[src/common/srer_pkg.sv]
// shared constants for the status reporting event registers
package srer_pkg;
   // standard event flag bit positions
   localparam int EV_OPC_BIT   = 0;
   localparam int EV_QERR_BIT  = 2;
   localparam int EV_DERR_BIT  = 3;
   localparam int EV_EXE_BIT   = 4;
   localparam int EV_CMD_BIT   = 5;
   localparam int EV_URQ_BIT   = 6;
   localparam int EV_PON_BIT   = 7;
   localparam logic [7:0] EV_USED_MASK = 8'hFD;
   // status byte bit positions
   localparam int SB_ERRQ_BIT  = 2;
   localparam int SB_QUES_BIT  = 3;
   localparam int SB_MAV_BIT   = 4;
   localparam int SB_ESB_BIT   = 5;
   localparam int SB_MSS_BIT   = 6;
   localparam int SB_OPER_BIT  = 7;
   // operation status bit positions
   localparam int OP_CAL_BIT   = 0;
   localparam int OP_SWP_BIT   = 3;
   localparam logic [15:0] OP_USED_MASK = 16'h0009;
   localparam logic [15:0] QU_USED_MASK = 16'h0000;
   // reset values
   localparam logic [7:0]  EV_RESET   = 8'h00;
   localparam logic [7:0]  MASK8_RST  = 8'h00;
   localparam logic [15:0] MASK16_RST = 16'h0000;
   localparam logic [15:0] PTR_RST    = 16'hFFFF;
   // register select codes on the status command port
   typedef enum logic [3:0] {
      SEL_EVENT_FLAGS, SEL_EVENT_ENABLE, SEL_STATUS_BYTE, SEL_SRQ_ENABLE,
      SEL_QUES_COND, SEL_QUES_EVENT, SEL_QUES_ENABLE, SEL_QUES_PTR, SEL_QUES_NTR,
      SEL_OPER_COND, SEL_OPER_EVENT, SEL_OPER_ENABLE, SEL_OPER_PTR, SEL_OPER_NTR,
      SEL_NONE
   } srer_sel_t;
endpackage

[src/srer_scpi_reg.sv]
// SCPI style condition/transition/event/enable register group
`timescale 1ns/1ps
`default_nettype none
module srer_scpi_reg
   import srer_pkg::*;
#(
   parameter int          W        = 16,
   parameter logic [15:0] USED     = 16'h0000
) (
   input  wire logic         sys_clk,
   input  wire logic         rst,
   input  wire logic         clkEn,
   input  wire logic [W-1:0] cond,
   input  wire logic         eventRead,
   input  wire logic         enWr,
   input  wire logic         ptrWr,
   input  wire logic         ntrWr,
   input  wire logic [W-1:0] wrData,
   output var  logic [W-1:0] condOut,
   output var  logic [W-1:0] eventOut,
   output var  logic [W-1:0] enableOut,
   output var  logic [W-1:0] ptrOut,
   output var  logic [W-1:0] ntrOut,
   output var  logic         sumBit
);
   // the used-bit mask is 16 wide, so wider groups cannot be served
   if (W < 1 || W > 16) begin : gBadWidth
      $error("srer_scpi_reg: W must be 1..16");
   end
   logic [W-1:0] usedBits;
   logic [W-1:0] prevCond;
   logic [W-1:0] setBits;
   assign usedBits = USED[W-1:0];
   assign condOut  = cond & usedBits;
   // transition filters decide which edges latch
   assign setBits = ((condOut & ~prevCond & ptrOut) |
                     (~condOut & prevCond & ntrOut)) & usedBits; // RULE_20
   assign sumBit = |(eventOut & enableOut); // RULE_22

   always_ff @(posedge sys_clk or posedge rst) begin
      if (rst) prevCond <= '0;
      else if (clkEn) prevCond <= condOut;
   end
   // read clears, but a same-cycle set survives
   always_ff @(posedge sys_clk or posedge rst) begin
      if (rst) eventOut <= '0;
      else if (clkEn) eventOut <= (eventRead ? '0 : eventOut) | setBits; // RULE_19
   end
   // masks only change on writes; unused bits stay zero
   always_ff @(posedge sys_clk or posedge rst) begin
      if (rst) begin
         enableOut <= MASK16_RST[W-1:0];
         ptrOut    <= PTR_RST[W-1:0] & USED[W-1:0];
         ntrOut    <= MASK16_RST[W-1:0];
      end else if (clkEn) begin
         if (enWr)  enableOut <= wrData & usedBits; // RULE_23
         if (ptrWr) ptrOut    <= wrData & usedBits;
         if (ntrWr) ntrOut    <= wrData & usedBits;
      end
   end
endmodule
`default_nettype wire

[src/srer_status_regs.sv]
// status reporting: event flags, status byte, service request, SCPI groups
//
// Operation
// (RULE_01) enabled new event flag sets summary bit
// (RULE_02) operation complete flag after prior commands finish
// (RULE_03) query error flag on bad reads
// (RULE_04) device error flag on device fault
// (RULE_05) execution error flag on failed command
// (RULE_06) command error flag on malformed command
// (RULE_07) user request flag on local switch
// (RULE_08) power on flag; bit 1 unused
// (RULE_09) questionable register entirely unused
// (RULE_10) condition is live, event is latched
// (RULE_11) operation bit 0 during calibration
// (RULE_12) operation bit 3 during sweep
// (RULE_13) service request from enabled bits 2,4,5
// (RULE_14) event read, enable write and readback
// (RULE_15) serial poll returns status byte
// (RULE_16) separate condition and event reads
// (RULE_17) controller should enable every bit
// (RULE_18) enable 1 and 32 gives request on completion
// (RULE_19) event read clears, masks unaffected
// (RULE_20) transition filters gate event setting
// (RULE_21) summary bit 6 ignores its mask bit
// (RULE_22) operation and questionable summary bits
// (RULE_23) unused bits read zero, ignore writes; event enable bit 1 and request enable bits 0-1 still read back as written
// (RULE_24) single-cycle strobes drive event flags
`timescale 1ns/1ps
`default_nettype none
module srer_status_regs
   import srer_pkg::*;
(
   input  wire logic              sys_clk,
   input  wire logic              rst,
   input  wire logic              clkEn,
   input  wire logic              opcCmd,
   input  wire logic              cmdsPending,
   input  wire logic              queryErr,
   input  wire logic              deviceErr,
   input  wire logic              execErr,
   input  wire logic              cmdErr,
   input  wire logic              localSwitch,
   input  wire logic              powerUp,
   input  wire logic              errQueueNotEmpty,
   input  wire logic              msgAvailable,
   input  wire logic              calibratingPin,
   input  wire logic              sweepingPin,
   input  wire logic              regRd,
   input  wire logic              regWr,
   input  wire srer_pkg::srer_sel_t regSel,
   input  wire logic [15:0]       regWrData,
   input  wire logic              serialPoll,
   output logic [15:0]            regRdData,
   output logic                   regRdValid,
   output logic [7:0]             pollByte,
   output logic                   pollValid,
   output logic                   srqOut
);
   import srer_pkg::*;

   logic [7:0]  evFlags_reg;
   logic [7:0]  evFlags_next;
   logic [7:0]  evEnable_reg;
   logic [7:0]  srqEnable_reg;
   logic [7:0]  evSet;
   logic        opcArmed_reg;
   logic        opcDone;
   logic [1:0]  opSync;
   logic [15:0] opCond;
   logic [15:0] opCondOut, opEvent, opEnable, opPtr, opNtr;
   logic [15:0] quCondOut, quEvent, quEnable, quPtr, quNtr;
   logic        opSum, quSum;
   logic [7:0]  statusByte;
   logic        srqNow;
   logic [7:0]  srqCauseMask;
   logic [7:0]  mssMask;
   logic [15:0] rdMux;

   // calibration and sweep arrive from analogue control, so synchronise
   srer_sync2 #(.W(2)) uSync (
      .sys_clk (sys_clk),
      .rst     (rst),
      .clkEn   (clkEn),
      .din     ({sweepingPin, calibratingPin}),
      .dout    (opSync)
   );

   // live operation conditions
   always_comb begin
      opCond             = 16'h0000;
      opCond[OP_CAL_BIT] = opSync[0]; // RULE_11
      opCond[OP_SWP_BIT] = opSync[1]; // RULE_12
   end

   // operation group
   srer_scpi_reg #(.W(16), .USED(OP_USED_MASK)) uOper (
      .sys_clk   (sys_clk),
      .rst       (rst),
      .clkEn     (clkEn),
      .cond      (opCond), // RULE_10
      .eventRead (regRd && regSel == SEL_OPER_EVENT),
      .enWr      (regWr && regSel == SEL_OPER_ENABLE),
      .ptrWr     (regWr && regSel == SEL_OPER_PTR),
      .ntrWr     (regWr && regSel == SEL_OPER_NTR),
      .wrData    (regWrData),
      .condOut   (opCondOut),
      .eventOut  (opEvent),
      .enableOut (opEnable),
      .ptrOut    (opPtr),
      .ntrOut    (opNtr),
      .sumBit    (opSum)
   );

   // questionable group: no bit is used, so it reads all zero
   srer_scpi_reg #(.W(16), .USED(QU_USED_MASK)) uQues (
      .sys_clk   (sys_clk),
      .rst       (rst),
      .clkEn     (clkEn),
      .cond      (16'h0000), // RULE_09
      .eventRead (regRd && regSel == SEL_QUES_EVENT),
      .enWr      (regWr && regSel == SEL_QUES_ENABLE),
      .ptrWr     (regWr && regSel == SEL_QUES_PTR),
      .ntrWr     (regWr && regSel == SEL_QUES_NTR),
      .wrData    (regWrData),
      .condOut   (quCondOut),
      .eventOut  (quEvent),
      .enableOut (quEnable),
      .ptrOut    (quPtr),
      .ntrOut    (quNtr),
      .sumBit    (quSum)
   );

   // operation complete waits until earlier commands drain
   assign opcDone = (opcCmd || opcArmed_reg) && !cmdsPending; // RULE_02
   always_ff @(posedge sys_clk or posedge rst) begin
      if (rst) opcArmed_reg <= 1'b0;
      else if (clkEn) opcArmed_reg <= (opcCmd || opcArmed_reg) && cmdsPending;
   end

   // event strobes into flag positions
   always_comb begin
      evSet              = 8'h00;
      evSet[EV_OPC_BIT]  = opcDone;     // RULE_24
      evSet[EV_QERR_BIT] = queryErr;    // RULE_03
      evSet[EV_DERR_BIT] = deviceErr;   // RULE_04
      evSet[EV_EXE_BIT]  = execErr;     // RULE_05
      evSet[EV_CMD_BIT]  = cmdErr;      // RULE_06
      evSet[EV_URQ_BIT]  = localSwitch; // RULE_07
      evSet[EV_PON_BIT]  = powerUp;     // RULE_08
   end

   // read clears, a same-cycle set wins
   always_comb begin
      evFlags_next = evFlags_reg;
      if (regRd && regSel == SEL_EVENT_FLAGS) evFlags_next = 8'h00; // RULE_19
      evFlags_next = (evFlags_next | evSet) & EV_USED_MASK; // RULE_23
   end
   always_ff @(posedge sys_clk or posedge rst) begin
      if (rst) evFlags_reg <= EV_RESET;
      else if (clkEn) evFlags_reg <= evFlags_next;
   end

   // enable masks written by the controller
   always_ff @(posedge sys_clk or posedge rst) begin
      if (rst) begin
         evEnable_reg  <= MASK8_RST;
         srqEnable_reg <= MASK8_RST;
      end else if (clkEn && regWr) begin
         if (regSel == SEL_EVENT_ENABLE) evEnable_reg <= regWrData[7:0]; // RULE_14
         else if (regSel == SEL_SRQ_ENABLE) srqEnable_reg <= regWrData[7:0]; // RULE_18
      end
   end

   // request causes and summary mask built from bit positions, so a moved
   // bit cannot leave a stale literal behind
   always_comb begin
      srqCauseMask              = 8'h00;
      srqCauseMask[SB_ERRQ_BIT] = 1'b1; // RULE_13
      srqCauseMask[SB_MAV_BIT]  = 1'b1;
      srqCauseMask[SB_ESB_BIT]  = 1'b1;
      mssMask                   = 8'hFF;
      mssMask[SB_MSS_BIT]       = 1'b0; // RULE_21
   end

   // status byte; mss uses every other bit with its mask, its own mask ignored
   always_comb begin
      statusByte              = 8'h00;
      statusByte[SB_ERRQ_BIT] = errQueueNotEmpty;
      statusByte[SB_QUES_BIT] = quSum;                       // RULE_22
      statusByte[SB_MAV_BIT]  = msgAvailable;
      statusByte[SB_ESB_BIT]  = |(evFlags_reg & evEnable_reg); // RULE_01
      statusByte[SB_OPER_BIT] = opSum;                       // RULE_22
      statusByte[SB_MSS_BIT]  = |(statusByte & srqEnable_reg & mssMask); // RULE_21
   end
   // request limited to error queue, message and event summary
   assign srqNow = |(statusByte & srqEnable_reg & srqCauseMask); // RULE_13

   // read multiplexer; if-chain decode
   always_comb begin
      rdMux = 16'h0000;
      if (regSel == SEL_EVENT_FLAGS) rdMux = {8'h00, evFlags_reg}; // RULE_14
      else if (regSel == SEL_EVENT_ENABLE) rdMux = {8'h00, evEnable_reg};
      else if (regSel == SEL_STATUS_BYTE) rdMux = {8'h00, statusByte};
      else if (regSel == SEL_SRQ_ENABLE) rdMux = {8'h00, srqEnable_reg & mssMask};
      else if (regSel == SEL_QUES_COND) rdMux = quCondOut; // RULE_16
      else if (regSel == SEL_QUES_EVENT) rdMux = quEvent;
      else if (regSel == SEL_QUES_ENABLE) rdMux = quEnable;
      else if (regSel == SEL_QUES_PTR) rdMux = quPtr;
      else if (regSel == SEL_QUES_NTR) rdMux = quNtr;
      else if (regSel == SEL_OPER_COND) rdMux = opCondOut; // RULE_16
      else if (regSel == SEL_OPER_EVENT) rdMux = opEvent;
      else if (regSel == SEL_OPER_ENABLE) rdMux = opEnable;
      else if (regSel == SEL_OPER_PTR) rdMux = opPtr;
      else if (regSel == SEL_OPER_NTR) rdMux = opNtr;
   end

   // registered answers; read data captured before the clear takes effect
   always_ff @(posedge sys_clk or posedge rst) begin
      if (rst) begin
         regRdData  <= 16'h0000;
         regRdValid <= 1'b0;
      end else if (clkEn) begin
         regRdValid <= regRd;
         if (regRd) regRdData <= rdMux;
      end
   end
   // serial poll gives the same byte as the status byte query
   always_ff @(posedge sys_clk or posedge rst) begin
      if (rst) begin
         pollByte  <= 8'h00;
         pollValid <= 1'b0;
      end else if (clkEn) begin
         pollValid <= serialPoll;
         if (serialPoll) pollByte <= statusByte; // RULE_15
      end
   end
   // service request line, registered
   always_ff @(posedge sys_clk or posedge rst) begin
      if (rst) srqOut <= 1'b0;
      else if (clkEn) srqOut <= srqNow; // RULE_13
   end
endmodule
`default_nettype wire

[src/srer_sync2.sv]
// two-flop synchroniser for pin-level inputs
`timescale 1ns/1ps
`default_nettype none
module srer_sync2 #(
   parameter int W = 1
) (
   input  wire logic         sys_clk,
   input  wire logic         rst,
   input  wire logic         clkEn,
   input  wire logic [W-1:0] din,
   output var  logic [W-1:0] dout
);
   logic [W-1:0] meta;
   // first stage feeds only the second
   always_ff @(posedge sys_clk or posedge rst) begin
      if (rst) begin
         meta <= '0;
         dout <= '0;
      end else if (clkEn) begin
         meta <= din;
         dout <= meta;
      end
   end
endmodule
`default_nettype wire

[config.mk]
export PLATFORM = sky130hd
export DESIGN_NAME = srer_status_regs
export DESIGN_NICKNAME = d
export VERILOG_FILES = /design/src/common/srer_pkg.sv /design/src/srer_scpi_reg.sv /design/src/srer_status_regs.sv /design/src/srer_sync2.sv
export SDC_FILE = /design/constraint.sdc
export NUM_CORES = 1
export LEC_CHECK = 0
export ABC_CLOCK_PERIOD_IN_PS = 2100
export BUFFER_PORTS_ARGS = -buffer_cell sky130_fd_sc_hd__buf_4
export CAP_MARGIN = 20
export CORE_MARGIN = 2
export CORE_UTILIZATION = 36
export DETAILED_ROUTE_END_ITERATION = 7
export HOLD_SLACK_MARGIN = 0.03
export MAX_ROUTING_LAYER = met4
export PLACE_DENSITY_LB_ADDON = 0.25
export SYNTH_ARGS = -nofsm -noshare
export SYNTH_HDL_FRONTEND = slang
export SYNTH_SLANG_ARGS = --single-unit
[constraint.sdc]
create_clock -name sys_clk -period 2.1 [get_ports sys_clk]
set_clock_uncertainty 0.15 [all_clocks]
set_input_delay 0.63 -clock sys_clk [delete_from_list [all_inputs] [get_ports sys_clk]]
set_output_delay 0.63 -clock sys_clk [all_outputs]
set_load 0.01 [all_outputs]
==> summary.txt, run 1 <==
Floorplanning
  • I/O Pins: 65
  • Die area: 8009 sq um
  • Initial Utilization: 36.67%
  • Die W: 89.50 um
  • # rows: 31
  • Total core area: 7176 sq um
  • Die height: 89.50 um

Place
  • Cell count after placement: 377
  • Routability Congestion: 0.7639
  • DP HPWL: 4200 um
  • IO buf count: 45

Setup path
  • Slowest Stage Delay on Critical Path: 0.33 ns
  • FF-to-FF path depth: 4
  • CP top delay family: simple AND/OR/NAND/NOR gates
  • CP Capture Type: flop
  • Data required, critical path: 2.14 ns
  • Largest fanout on the critical path: 8
  • Worst setup SP type: input port
  • Buf+Inv Stages, Crit Path: 2
  • Critical path type: input port to flop
  • Slowest CP cell: or2_0
  • Crit-path cells: buf_4, or2_0, buf_4, nor3_4, nand3_2, a32o_1
  • Data arrival, critical path: 1.86 ns
  • Cell depth of the worst setup path: 6
  • Worst path most repeated cell: buf_4

Synthesis
  • Seq/Total Area, Yosys: 50.50%
  • Post-Synth XOR/XNOR Area: 0%
  • Synth Area in Simple Gates: 12.27%
  • Post-synthesis compound-gate area fraction: 15.74%
  • Area fraction of the dominant cell type after synthesis: 48.50%
  • Dominant synthesized flop cell: dfrtp_1
  • Library cells used by synthesis: 44
  • Mapped Cells: 230
  • Mux share of post-synthesis cell area: 14.84%
  • Asr flop ratio synth: 100.0%
  • Average size of a mapped cell: 11.44 sq um
  • Seq cells post-synth: 53
  • Largest family of logic cells by synthesized area: compound AO/OA/AOI/OAI gates
  • Most common cell in the netlist: dfrtp_1
  • Synth area leader: dfrtp_1
  • Post-synth top cells: dfrtp_1 (51), mux2_2 (32), nand2_1 (17), buf_4 (14), o21ai_0 (11)
  • Mapped Area: 2631 sq um
  • Ranking of synthesized cells by area: dfrtp_1 (49%), mux2_2 (14%), buf_4 (4.0%)
  • Adder-Cell Fraction of Synth Area: 0%
  • Yosys warns: 0
  • Post-synth EDFFs: 0

Clock tree
  • Num CTS Buffers: 5
  • Clk buf depth: 2
  • Post-cts resize count: 0
  • # hold bufs at CTS: 0
  • Post-CTS setup buffers: 0
  • Worst-path clk slew: 0.10 ns
  • Root Driver: clkbuf_8
  • CTS tree: built
  • # clock sinks: 53
  • Total number of H-tree levels: 2
  • Clock Latency Late Sink: 0.31 ns

Detailed routing
  • Initial DRC Count: 158
  • Vias per inst: 4.948
  • DRT antenna net count: 0
  • Via count: 1905
  • DR DRC count: 0
  • WL/cell: 14.81 um
  • Final WL: 5700 um
  • DR pass1 iterations: 4

STA
  • FMAX: 550.3 MHz
  • Sum Neg Setup Slack: 0 ns
  • Unrepaired setup endpoints after global routing: no
  • Final setup fails: 0
  • Fin. Hold Viols: 0
  • Final Slew Violations: 0
  • Tmin final: 1.817 ns
  • Final Cycle Share: 86.53%

Worst hold path
  • Hold Path Class: input port to async pin

Finish
  • N_diodes: 0
  • Nets: 323
  • Area grow syn2layout: 22.97%
  • Share of cells above drive strength 1: 37.06%
  • Fillers: 693
  • Finished Layout Cells: 385

Global routing
  • Vias in the first global route: 1910
  • Largest net degree at the start of global routing: 54
  • First-pass GRT wire length: 9611 um
  • Initial antenna violation count: 0
  • GRT Total Usage: 16.37%
  • Remaining global-route overflow: 0

Power
  • Peak VDD IR: 0.0002233 V
  • Pleak: 1.448 nW
  • Pwr dens: 798.4 nW/um^2
  • Total power: 2.583 mW

Job
  • Max-capacitance violation count: 0

Status
  • Status: finished clean
==> per-layer routing <==
| layer | vias up | GRT usage (%) | wire, um |
|---|---|---|---|
| met3 | 8 | 3.232 | 274 |
| met4 | 0 | 4.885 | 76 |
| met5 | - | - | 0 |
| met1 | 913 | 23.30 | 2797 |
| li1 | 930 | - | - |
| met2 | 54 | 23.64 | 2551 |
==> area by class of cell <==
class	instances	area (sq um)	area share [%]
flip-flops and latches	53	1329	41.07
multi-input cells	160	1169	36.12
repair buffers	59	480.5	14.85
well taps	99	123.9	3.828
clock buffers	6	72.57	2.243
clock inverters	2	38.79	1.199
inverters	6	22.52	0.6961
==> worst paths after layout <==
check,from,endpoint,slack [ns]
hold reg to reg,pollByte[7]$_DFFE_PP0P_,pollByte[7]$_DFFE_PP0P_,0.34
min in group sys_clk,pollByte[7]$_DFFE_PP0P_,pollByte[7]$_DFFE_PP0P_,0.34
setup reg to reg,uOper.eventOut[3]$_DFFE_PP0P_,regRdData[7]$_DFFE_PP0P_,0.39
max in group asynchronous,rst,uOper.ptrOut[3]$_DFFE_PP1P_,1.32
hold / removal,rst,pollByte[2]$_DFFE_PP0P_,0.21
setup / recovery,regSel[2],evFlags_reg[0]$_DFFE_PP0P_,0.28
==> placed cells by master (no fill, tap or decap), types with 2 or more instances in the layout <==
master      n
a22o_1     10
o2bb2ai_1   2
conb_1     11
dfrtp_1    51
mux2i_1     3
nand3_1     5
nor2b_1     4
o21ai_0    11
nor2_1      9
buf_4      56
dfstp_2     2
o41ai_1     2
a2bb2oi_1   3
a32o_1      2
nand2_1    17
mux2_2     32
a22oi_1     6
nor3_4      2
buf_12      3
a211oi_1    2
clkbuf_8    5
nand2b_1    4
inv_1       5
nand3b_1    6
a21oi_1     9
a221oi_1    4
==> where the power goes <==
part / switching [mW] / internal, mW / total [mW]
registers: 0.136 / 1.20 / 1.33
clock network: 0.338 / 0.358 / 0.696
logic: 0.249 / 0.304 / 0.554
==> worst min-delay path, cell delays in order <==
cell    delay (ns)
buf_4         0.11
inv_2         0.05
buf_12        0.26
==> logic make-up (layout without fill, tap and decap cells) <==
logic type | count (synthesis) | after routing
mux | 35 | 35
simple gates | 57 | 57
other cells | 1 | 11
flops | 53 | 53
buf+inv | 27 | 73
compound gates | 57 | 57
==> stage by stage <==
step	worst slack, ns	instance area [sq um]	util, %	hold WS, ns
2_1_floorplan	0.03708	2669	-	0.3249
3_3_place_gp	-0.03713	3124	43.54	0.3194
3_5_place_dp	-0.04439	3124	43.54	0.3289
4_1_cts	0.2783	3236	45.09	0.2146
5_1_grt	0.1713	3236	45.09	0.2154
6_report	0.2828	3236	45.09	0.2081
Note: power is estimated with default switching activity, not from simulation.
==> run 2, diff against run 1 <==
Settings changed: BUFFER_PORTS_ARGS -buffer_cell sky130_fd_sc_hd__buf_4 to -buffer_cell sky130_fd_sc_hd__buf_2.
==> run 2 against run 1 <==
Effect of this change: via count up 2.5%; register-to-register slack better by 0.02 ns; combinational power down 5.8%; sequential power about the same; clock power up 6.5%; hold slack worse by 0.044 ns; first-iteration DRC count down 44%; count of clock-buffer cells in the layout unchanged; cell area down 2.2%; non-clock buffer count up 7; power up 0.44%; critical path type unchanged; largest power group unchanged.
==> summary.txt, run 2 (synthesis gave the netlist of run 1 again) <==
Setup path
  • Data required, critical path: 2.15 ns (about the same)
  • Critical path type: input port to flop
  • Crit-path cells: buf_2, buf_4, mux2_2, a22o_1, a22oi_1, o21ai_0
  • FF-to-FF path depth: 4 (unchanged)
  • Data arrival, critical path: 1.82 ns (-0.04 ns)
  • Slowest CP cell: mux2_2
  • Worst setup SP type: input port
  • Slowest Stage Delay on Critical Path: 0.35 ns (+0.02 ns)
  • Largest fanout on the critical path: 11 (+3)
  • CP Capture Type: flop

Global routing
  • Initial antenna violation count: 0 (unchanged)
  • First-pass GRT wire length: 9259 um (-3.7%)
  • Remaining global-route overflow: 0 (unchanged)
  • Vias in the first global route: 1853 (-3.0%)
  • GRT Total Usage: 15.73% (-0.64 points)
  • Largest net degree at the start of global routing: 28 (-48%)

Floorplanning
  • # rows: 31 (unchanged)
  • Total core area: 7176 sq um (unchanged)
  • Initial Utilization: 36.67% (unchanged)
  • I/O Pins: 65 (unchanged)
  • Die area: 8009 sq um (unchanged)
  • Die W: 89.50 um (unchanged)
  • Die height: 89.50 um (unchanged)

Clock tree
  • Total number of H-tree levels: 2 (unchanged)
  • # clock sinks: 53 (unchanged)
  • Clk buf depth: 2 (unchanged)
  • Post-CTS setup buffers: 0 (unchanged)
  • CTS tree: built
  • Worst-path clk slew: 0.10 ns (about the same)
  • Num CTS Buffers: 5 (unchanged)
  • Post-cts resize count: 0 (unchanged)
  • # hold bufs at CTS: 0 (unchanged)
  • Root Driver: clkbuf_8
  • Clock Latency Late Sink: 0.31 ns (about the same)

Finish
  • Most common cell after layout, fill and taps aside: dfrtp_1
  • Fin area: 3163 sq um (-2.2%)
  • Fin util: 44.08% (-1.0 points)
  • N_diodes: 0 (unchanged)
  • Nets: 330 (+2.2%)
  • Most frequent cells in the layout: dfrtp_1 (51), buf_2 (45), mux2_2 (32), buf_4 (20), nand2_1 (17)
  • Area grow syn2layout: 20.21%
  • Share of cells above drive strength 1: 38.91% (+1.8 points)
  • Finished Layout Cells: 392 (+1.8%)

Detailed routing
  • DR pass1 iterations: 5 (+1)
  • DR DRC count: 0 (unchanged)
  • Final WL: 5716 um (+0.28%)
  • WL/cell: 14.58 um (-1.5%)
  • Initial DRC Count: 88 (-44%)
  • Via count: 1953 (+2.5%)
  • DRT antenna net count: 0 (unchanged)
  • Vias per inst: 4.982 (+0.69%)

Job
  • Max-capacitance violation count: 0 (unchanged)

STA
  • Tmin final: 1.770 ns (-0.04666 ns)
  • Final Slew Violations: 0 (unchanged)
  • Unrepaired setup endpoints after global routing: no
  • Fin. Hold Viols: 0 (unchanged)
  • Final Cycle Share: 84.31% (-2.2 points)
  • Final setup fails: 0 (unchanged)
  • FMAX: 564.8 MHz (+2.6%)

Place
  • Dpl cell area: 3039 sq um (-2.7%)
  • Routability Congestion: 0.7962 (+4.2%)
  • DP HPWL: 4531 um (+7.9%)
  • Cell count after placement: 384 (+1.9%)
  • IO buf count: 45 (unchanged)

Worst hold path
  • Hold Path Class: input port to async pin

Power
  • Peak VDD IR: 0.0002735 V (+22%)
  • Pleak: 1.451 nW (+0.23%)
  • Pwr dens: 820.2 nW/um^2 (+2.7%)

Status
  • Status: finished clean
run 2: power breakdown:
| group | total, mW | switching (mW) | internal [mW] |
|---|---|---|---|
| clock network | 0.741 | 0.344 | 0.397 |
| logic | 0.522 | 0.252 | 0.270 |
| registers | 1.33 | 0.135 | 1.20 |
run 2: critical path, delay by kind of cell:
| family | cells | cell delay [ns] |
|---|---|---|
| buf+inv | 2 | 0.40 |
| compound gates | 3 | 0.42 |
| mux | 1 | 0.35 |
run 2: layer usage:
| layer | part of all wire, % | GRT usage (%) | vias up | wire (um) |
|---|---|---|---|---|
| li1 | - | - | 945 | - |
| met1 | 48 | 21.66 | 950 | 2747 |
| met2 | 46 | 23.30 | 52 | 2625 |
| met3 | 4.8 | 3.232 | 6 | 276 |
| met4 | 1.2 | 4.885 | 0 | 67 |
| met5 | 0 | - | - | 0 |
run 2: layout make-up:
| type | instances | area, sq um |
|---|---|---|
| fillers | 711 | 4013 |
| repair buffers | 66 | 395.4 |
| well taps | 99 | 123.9 |
| flip-flops and latches | 53 | 1329 |
| clock inverters | 2 | 41.29 |
| multi-input cells | 160 | 1169 |
| clock buffers | 6 | 82.58 |
| inverters | 6 | 22.52 |
run 2: through the flow:
step             TNS, ns  hold slack, ns  power, mW  setup WS [ns]
3_5_place_dp   -0.004128          0.3117      1.881      -0.004128
5_1_grt                0          0.1937      2.738         0.2576
4_1_cts                0          0.1736      2.626         0.3306
2_1_floorplan          0          0.3249      1.682        0.03708
6_report               0          0.1637      2.594         0.3295
3_3_place_gp           0          0.3105      1.867        0.01400
run 2: worst paths after layout:
| kind | slack (ns) | to | start |
|---|---|---|---|
| hold / removal | 0.16 | evEnable_reg[1]$_DFFE_PP0P_ | rst |
| setup reg to reg | 0.41 | regRdData[7]$_DFFE_PP0P_ | uOper.eventOut[3]$_DFFE_PP0P_ |
| hold reg to reg | 0.34 | pollByte[7]$_DFFE_PP0P_ | pollByte[7]$_DFFE_PP0P_ |
| setup / recovery | 0.33 | regRdData[2]$_DFFE_PP0P_ | regSel[0] |
| max in group asynchronous | 1.13 | regRdData[0]$_DFFE_PP0P_ | rst |
| min in group sys_clk | 0.34 | pollByte[7]$_DFFE_PP0P_ | pollByte[7]$_DFFE_PP0P_ |
==> run 3, diff against run 2 <==
Settings changed: ABC_AREA set to 1, ABC_CLOCK_PERIOD_IN_PS 2100 to 1700.
Clock period 2.1 ns to 1.7 ns, I/O delays scaled along.
==> run 3 against run 2 <==
Effect of this change: combinational power up 16%; clock power down 7.2%; global-route usage up 0.87 points; worst setup slack worse by 0.13 ns; routed wire length up 0.37%; sequential share of layout area up 0.33 points; count of clock-buffer cells in the layout up 2; first-iteration DRC count down 3.4%; area after synthesis down 0.71%; via count up 11%; sequential cell count unchanged; critical endpoint is now pollByte[7]; largest cell class unchanged; largest power group unchanged.
==> summary.txt, run 3 <==
Job
  • Max-capacitance violation count: 0 (unchanged)

Global routing
  • Largest net degree at the start of global routing: 38 (+36%)
  • GRT Total Usage: 16.60% (+0.87 points)
  • Vias in the first global route: 2060 (+11%)
  • Initial antenna violation count: 0 (unchanged)
  • Remaining global-route overflow: 0 (unchanged)
  • First-pass GRT wire length: 9784 um (+5.7%)

Synthesis
  • Post-synth top cells: nand2_1 (104), dfrtp_1 (51), inv_1 (42), o21ai_0 (28), nand3_1 (13)
  • Post-synth EDFFs: 0 (unchanged)
  • Mapped Cells: 321 (+40%)
  • Average size of a mapped cell: 8.139 sq um (-29%)
  • Yosys warns: 0 (unchanged)
  • Ranking of synthesized cells by area: dfrtp_1 (49%), nand2_1 (15%), inv_1 (6.0%)
  • Seq/Total Area, Yosys: 50.86% (+0.36 points)
  • Dominant synthesized flop cell: dfrtp_1
  • Asr flop ratio synth: 100.0% (unchanged)
  • Library cells used by synthesis: 31 (-30%)
  • Mapped Area: 2613 sq um (-0.71%)
  • Area fraction of the dominant cell type after synthesis: 48.85% (+0.35 points)
  • Synth area leader: dfrtp_1
  • Seq cells post-synth: 53 (unchanged)
  • Most common cell in the netlist: nand2_1

Power
  • Pwr dens: 916.5 nW/um^2 (+12%)
  • Pleak: 1.678 nW (+16%)
  • Peak VDD IR: 0.0003862 V (+41%)

Clock tree
  • Total number of H-tree levels: 2 (unchanged)
  • # clock sinks: 53 (unchanged)
  • # hold bufs at CTS: 1 (+1)
  • Root Driver: clkbuf_8
  • Clock Latency Late Sink: 0.30 ns (about the same)
  • Worst-path clk slew: 0.09 ns (about the same)
  • Post-cts resize count: 0 (unchanged)
  • Num CTS Buffers: 5 (unchanged)
  • CTS tree: built
  • Clk buf depth: 2 (unchanged)
  • Post-CTS setup buffers: 0 (unchanged)

Setup path
  • Worst setup startpoint: pollByte[7]$_DFFE_PP0P_
  • Largest fanout on the critical path: 2 (-9)
  • Data arrival, critical path: 0.84 ns (-0.98 ns)
  • CP Capture Type: output pin
  • Buf+Inv Stages, Crit Path: 1 (-1)
  • Worst reg2reg startpoint: evFlags_reg[0]$_DFFE_PP0P_
  • Data required, critical path: 1.04 ns (-1.11 ns)
  • Worst setup SP type: flop
  • Slowest CP cell: dfrtp_1
  • Critical path type: flop to output pin
  • CP top delay family: flip-flops
  • Slowest Stage Delay on Critical Path: 0.40 ns (+0.05 ns)
  • Crit-path cells: buf_2

Detailed routing
  • Initial DRC Count: 85 (-3.4%)
  • DR pass1 iterations: 4 (-1)
  • WL/cell: 11.83 um (-19%)
  • DR DRC count: 0 (unchanged)
  • Vias per inst: 4.474 (-10%)
  • Via count: 2170 (+11%)
  • DRT antenna net count: 0 (unchanged)
  • Final WL: 5737 um (+0.37%)

STA
  • Final Cycle Share: 88.17%
  • Final Slew Violations: 0 (unchanged)
  • Slack of the critical path: 0.2011 ns (-0.1284 ns)
  • Minimum hold slack: 0.2528 ns (+0.08914 ns)
  • Unrepaired setup endpoints after global routing: no
  • Fin. Hold Viols: 0 (unchanged)
  • Final setup fails: 0 (unchanged)
  • Tmin final: 1.499 ns
  • FMAX: 667.2 MHz
  • Sum Neg Setup Slack: 0 ns (unchanged)

Floorplanning
  • I/O Pins: 65 (unchanged)
  • # rows: 31 (unchanged)
  • Total core area: 7137 sq um (-0.54%)
  • Die height: 89.19 um (-0.35%)
  • Die area: 7954 sq um (-0.69%)
  • Initial Utilization: 36.61% (-0.064 points)
  • Die W: 89.19 um (-0.35%)

Worst hold path
  • Hold Path Class: input port to flop
  • Min-delay src: calibratingPin

Place
  • Routability Congestion: 0.8169 (+2.6%)
  • Cell count after placement: 476 (+24%)
  • IO buf count: 45 (unchanged)
  • DP HPWL: 4553 um (+0.49%)
  • Post-place setup slack: -0.07223 ns (-0.06810 ns)

Finish
  • Area grow syn2layout: 20.11% (about the same)
  • Nets: 423 (+28%)
  • Most common cell after layout, fill and taps aside: nand2_1
  • Share of cells above drive strength 1: 23.83% (-15 points)
  • Most frequent cells in the layout: nand2_1 (104), dfrtp_1 (51), buf_2 (45), inv_1 (41), o21ai_0 (28)
  • N_diodes: 0 (unchanged)
  • Finished Layout Cells: 485 (+24%)

Status
  • Status: finished clean
==> run 3: area by class of cell <==
| type | instances | area (sq um) |
|---|---|---|
| clock buffers | 8 | 80.08 |
| fillers | 771 | 3999 |
| inverters | 46 | 176.4 |
| multi-input cells | 215 | 1033 |
| flip-flops and latches | 53 | 1329 |
| well taps | 99 | 123.9 |
| repair buffers | 64 | 395.4 |
==> run 3: per-stage QoR <==
stage                     utilization (%)  power [mW]  instance area (sq um)
after global placement              42.71       2.210                   3048
final                               43.97       2.876                   3138
after detailed placement            42.71       2.222                   3048
after CTS                           43.97       2.916                   3138
after floorplan                         -       1.995                   2654
after global routing                43.97       3.081                   3138
==> run 3: metal layers <==
layer	GRT usage, %	routed length [um]	vias up
li1	-	-	1131
met3	3.047	208	8
met2	25.79	2710	41
met5	-	0	-
met4	4.071	71	0
met1	22.63	2747	990
==> run 3: final timing paths <==
kind / end / slack [ns] / cells past startpoint
worst max register to register: regRdData[6]$_DFFE_PP0P_ / 0.26 / 10
worst min-delay path: uSync.meta[0]$_DFFE_PP0P_ / 0.25 / 3
min in group asynchronous: opcArmed_reg$_DFFE_PP0P_ / 0.48 / 3
worst max-delay path: pollByte[7] / 0.20 / 1
max in group asynchronous: uOper.ptrOut[0]$_DFFE_PP1P_ / 0.47 / 4
worst min register to register: uSync.meta[0]$_DFFE_PP0P_ / 0.33 / 2
==> run 3: power breakdown <==
group,switching (mW),internal [mW],total [mW],leakage (nW)
sequential,0.123,1.46,1.58,0.642
clock,0.394,0.294,0.688,0.0395
combinational,0.346,0.258,0.604,0.997
total,0.863,2.01,2.88,1.68
==> run 3: kinds of logic (layout without fill, tap and decap cells) <==
logic type	Yosys count	in the layout	synth area share [%]
AND/OR/NAND/NOR	135	135	21.94
buffers and inverters	63	118	11.02
multiplexers	3	3	1.437
flip-flops	53	53	50.86
other	1	11	0.1435
AO/OA/AOI/OAI	66	66	14.61
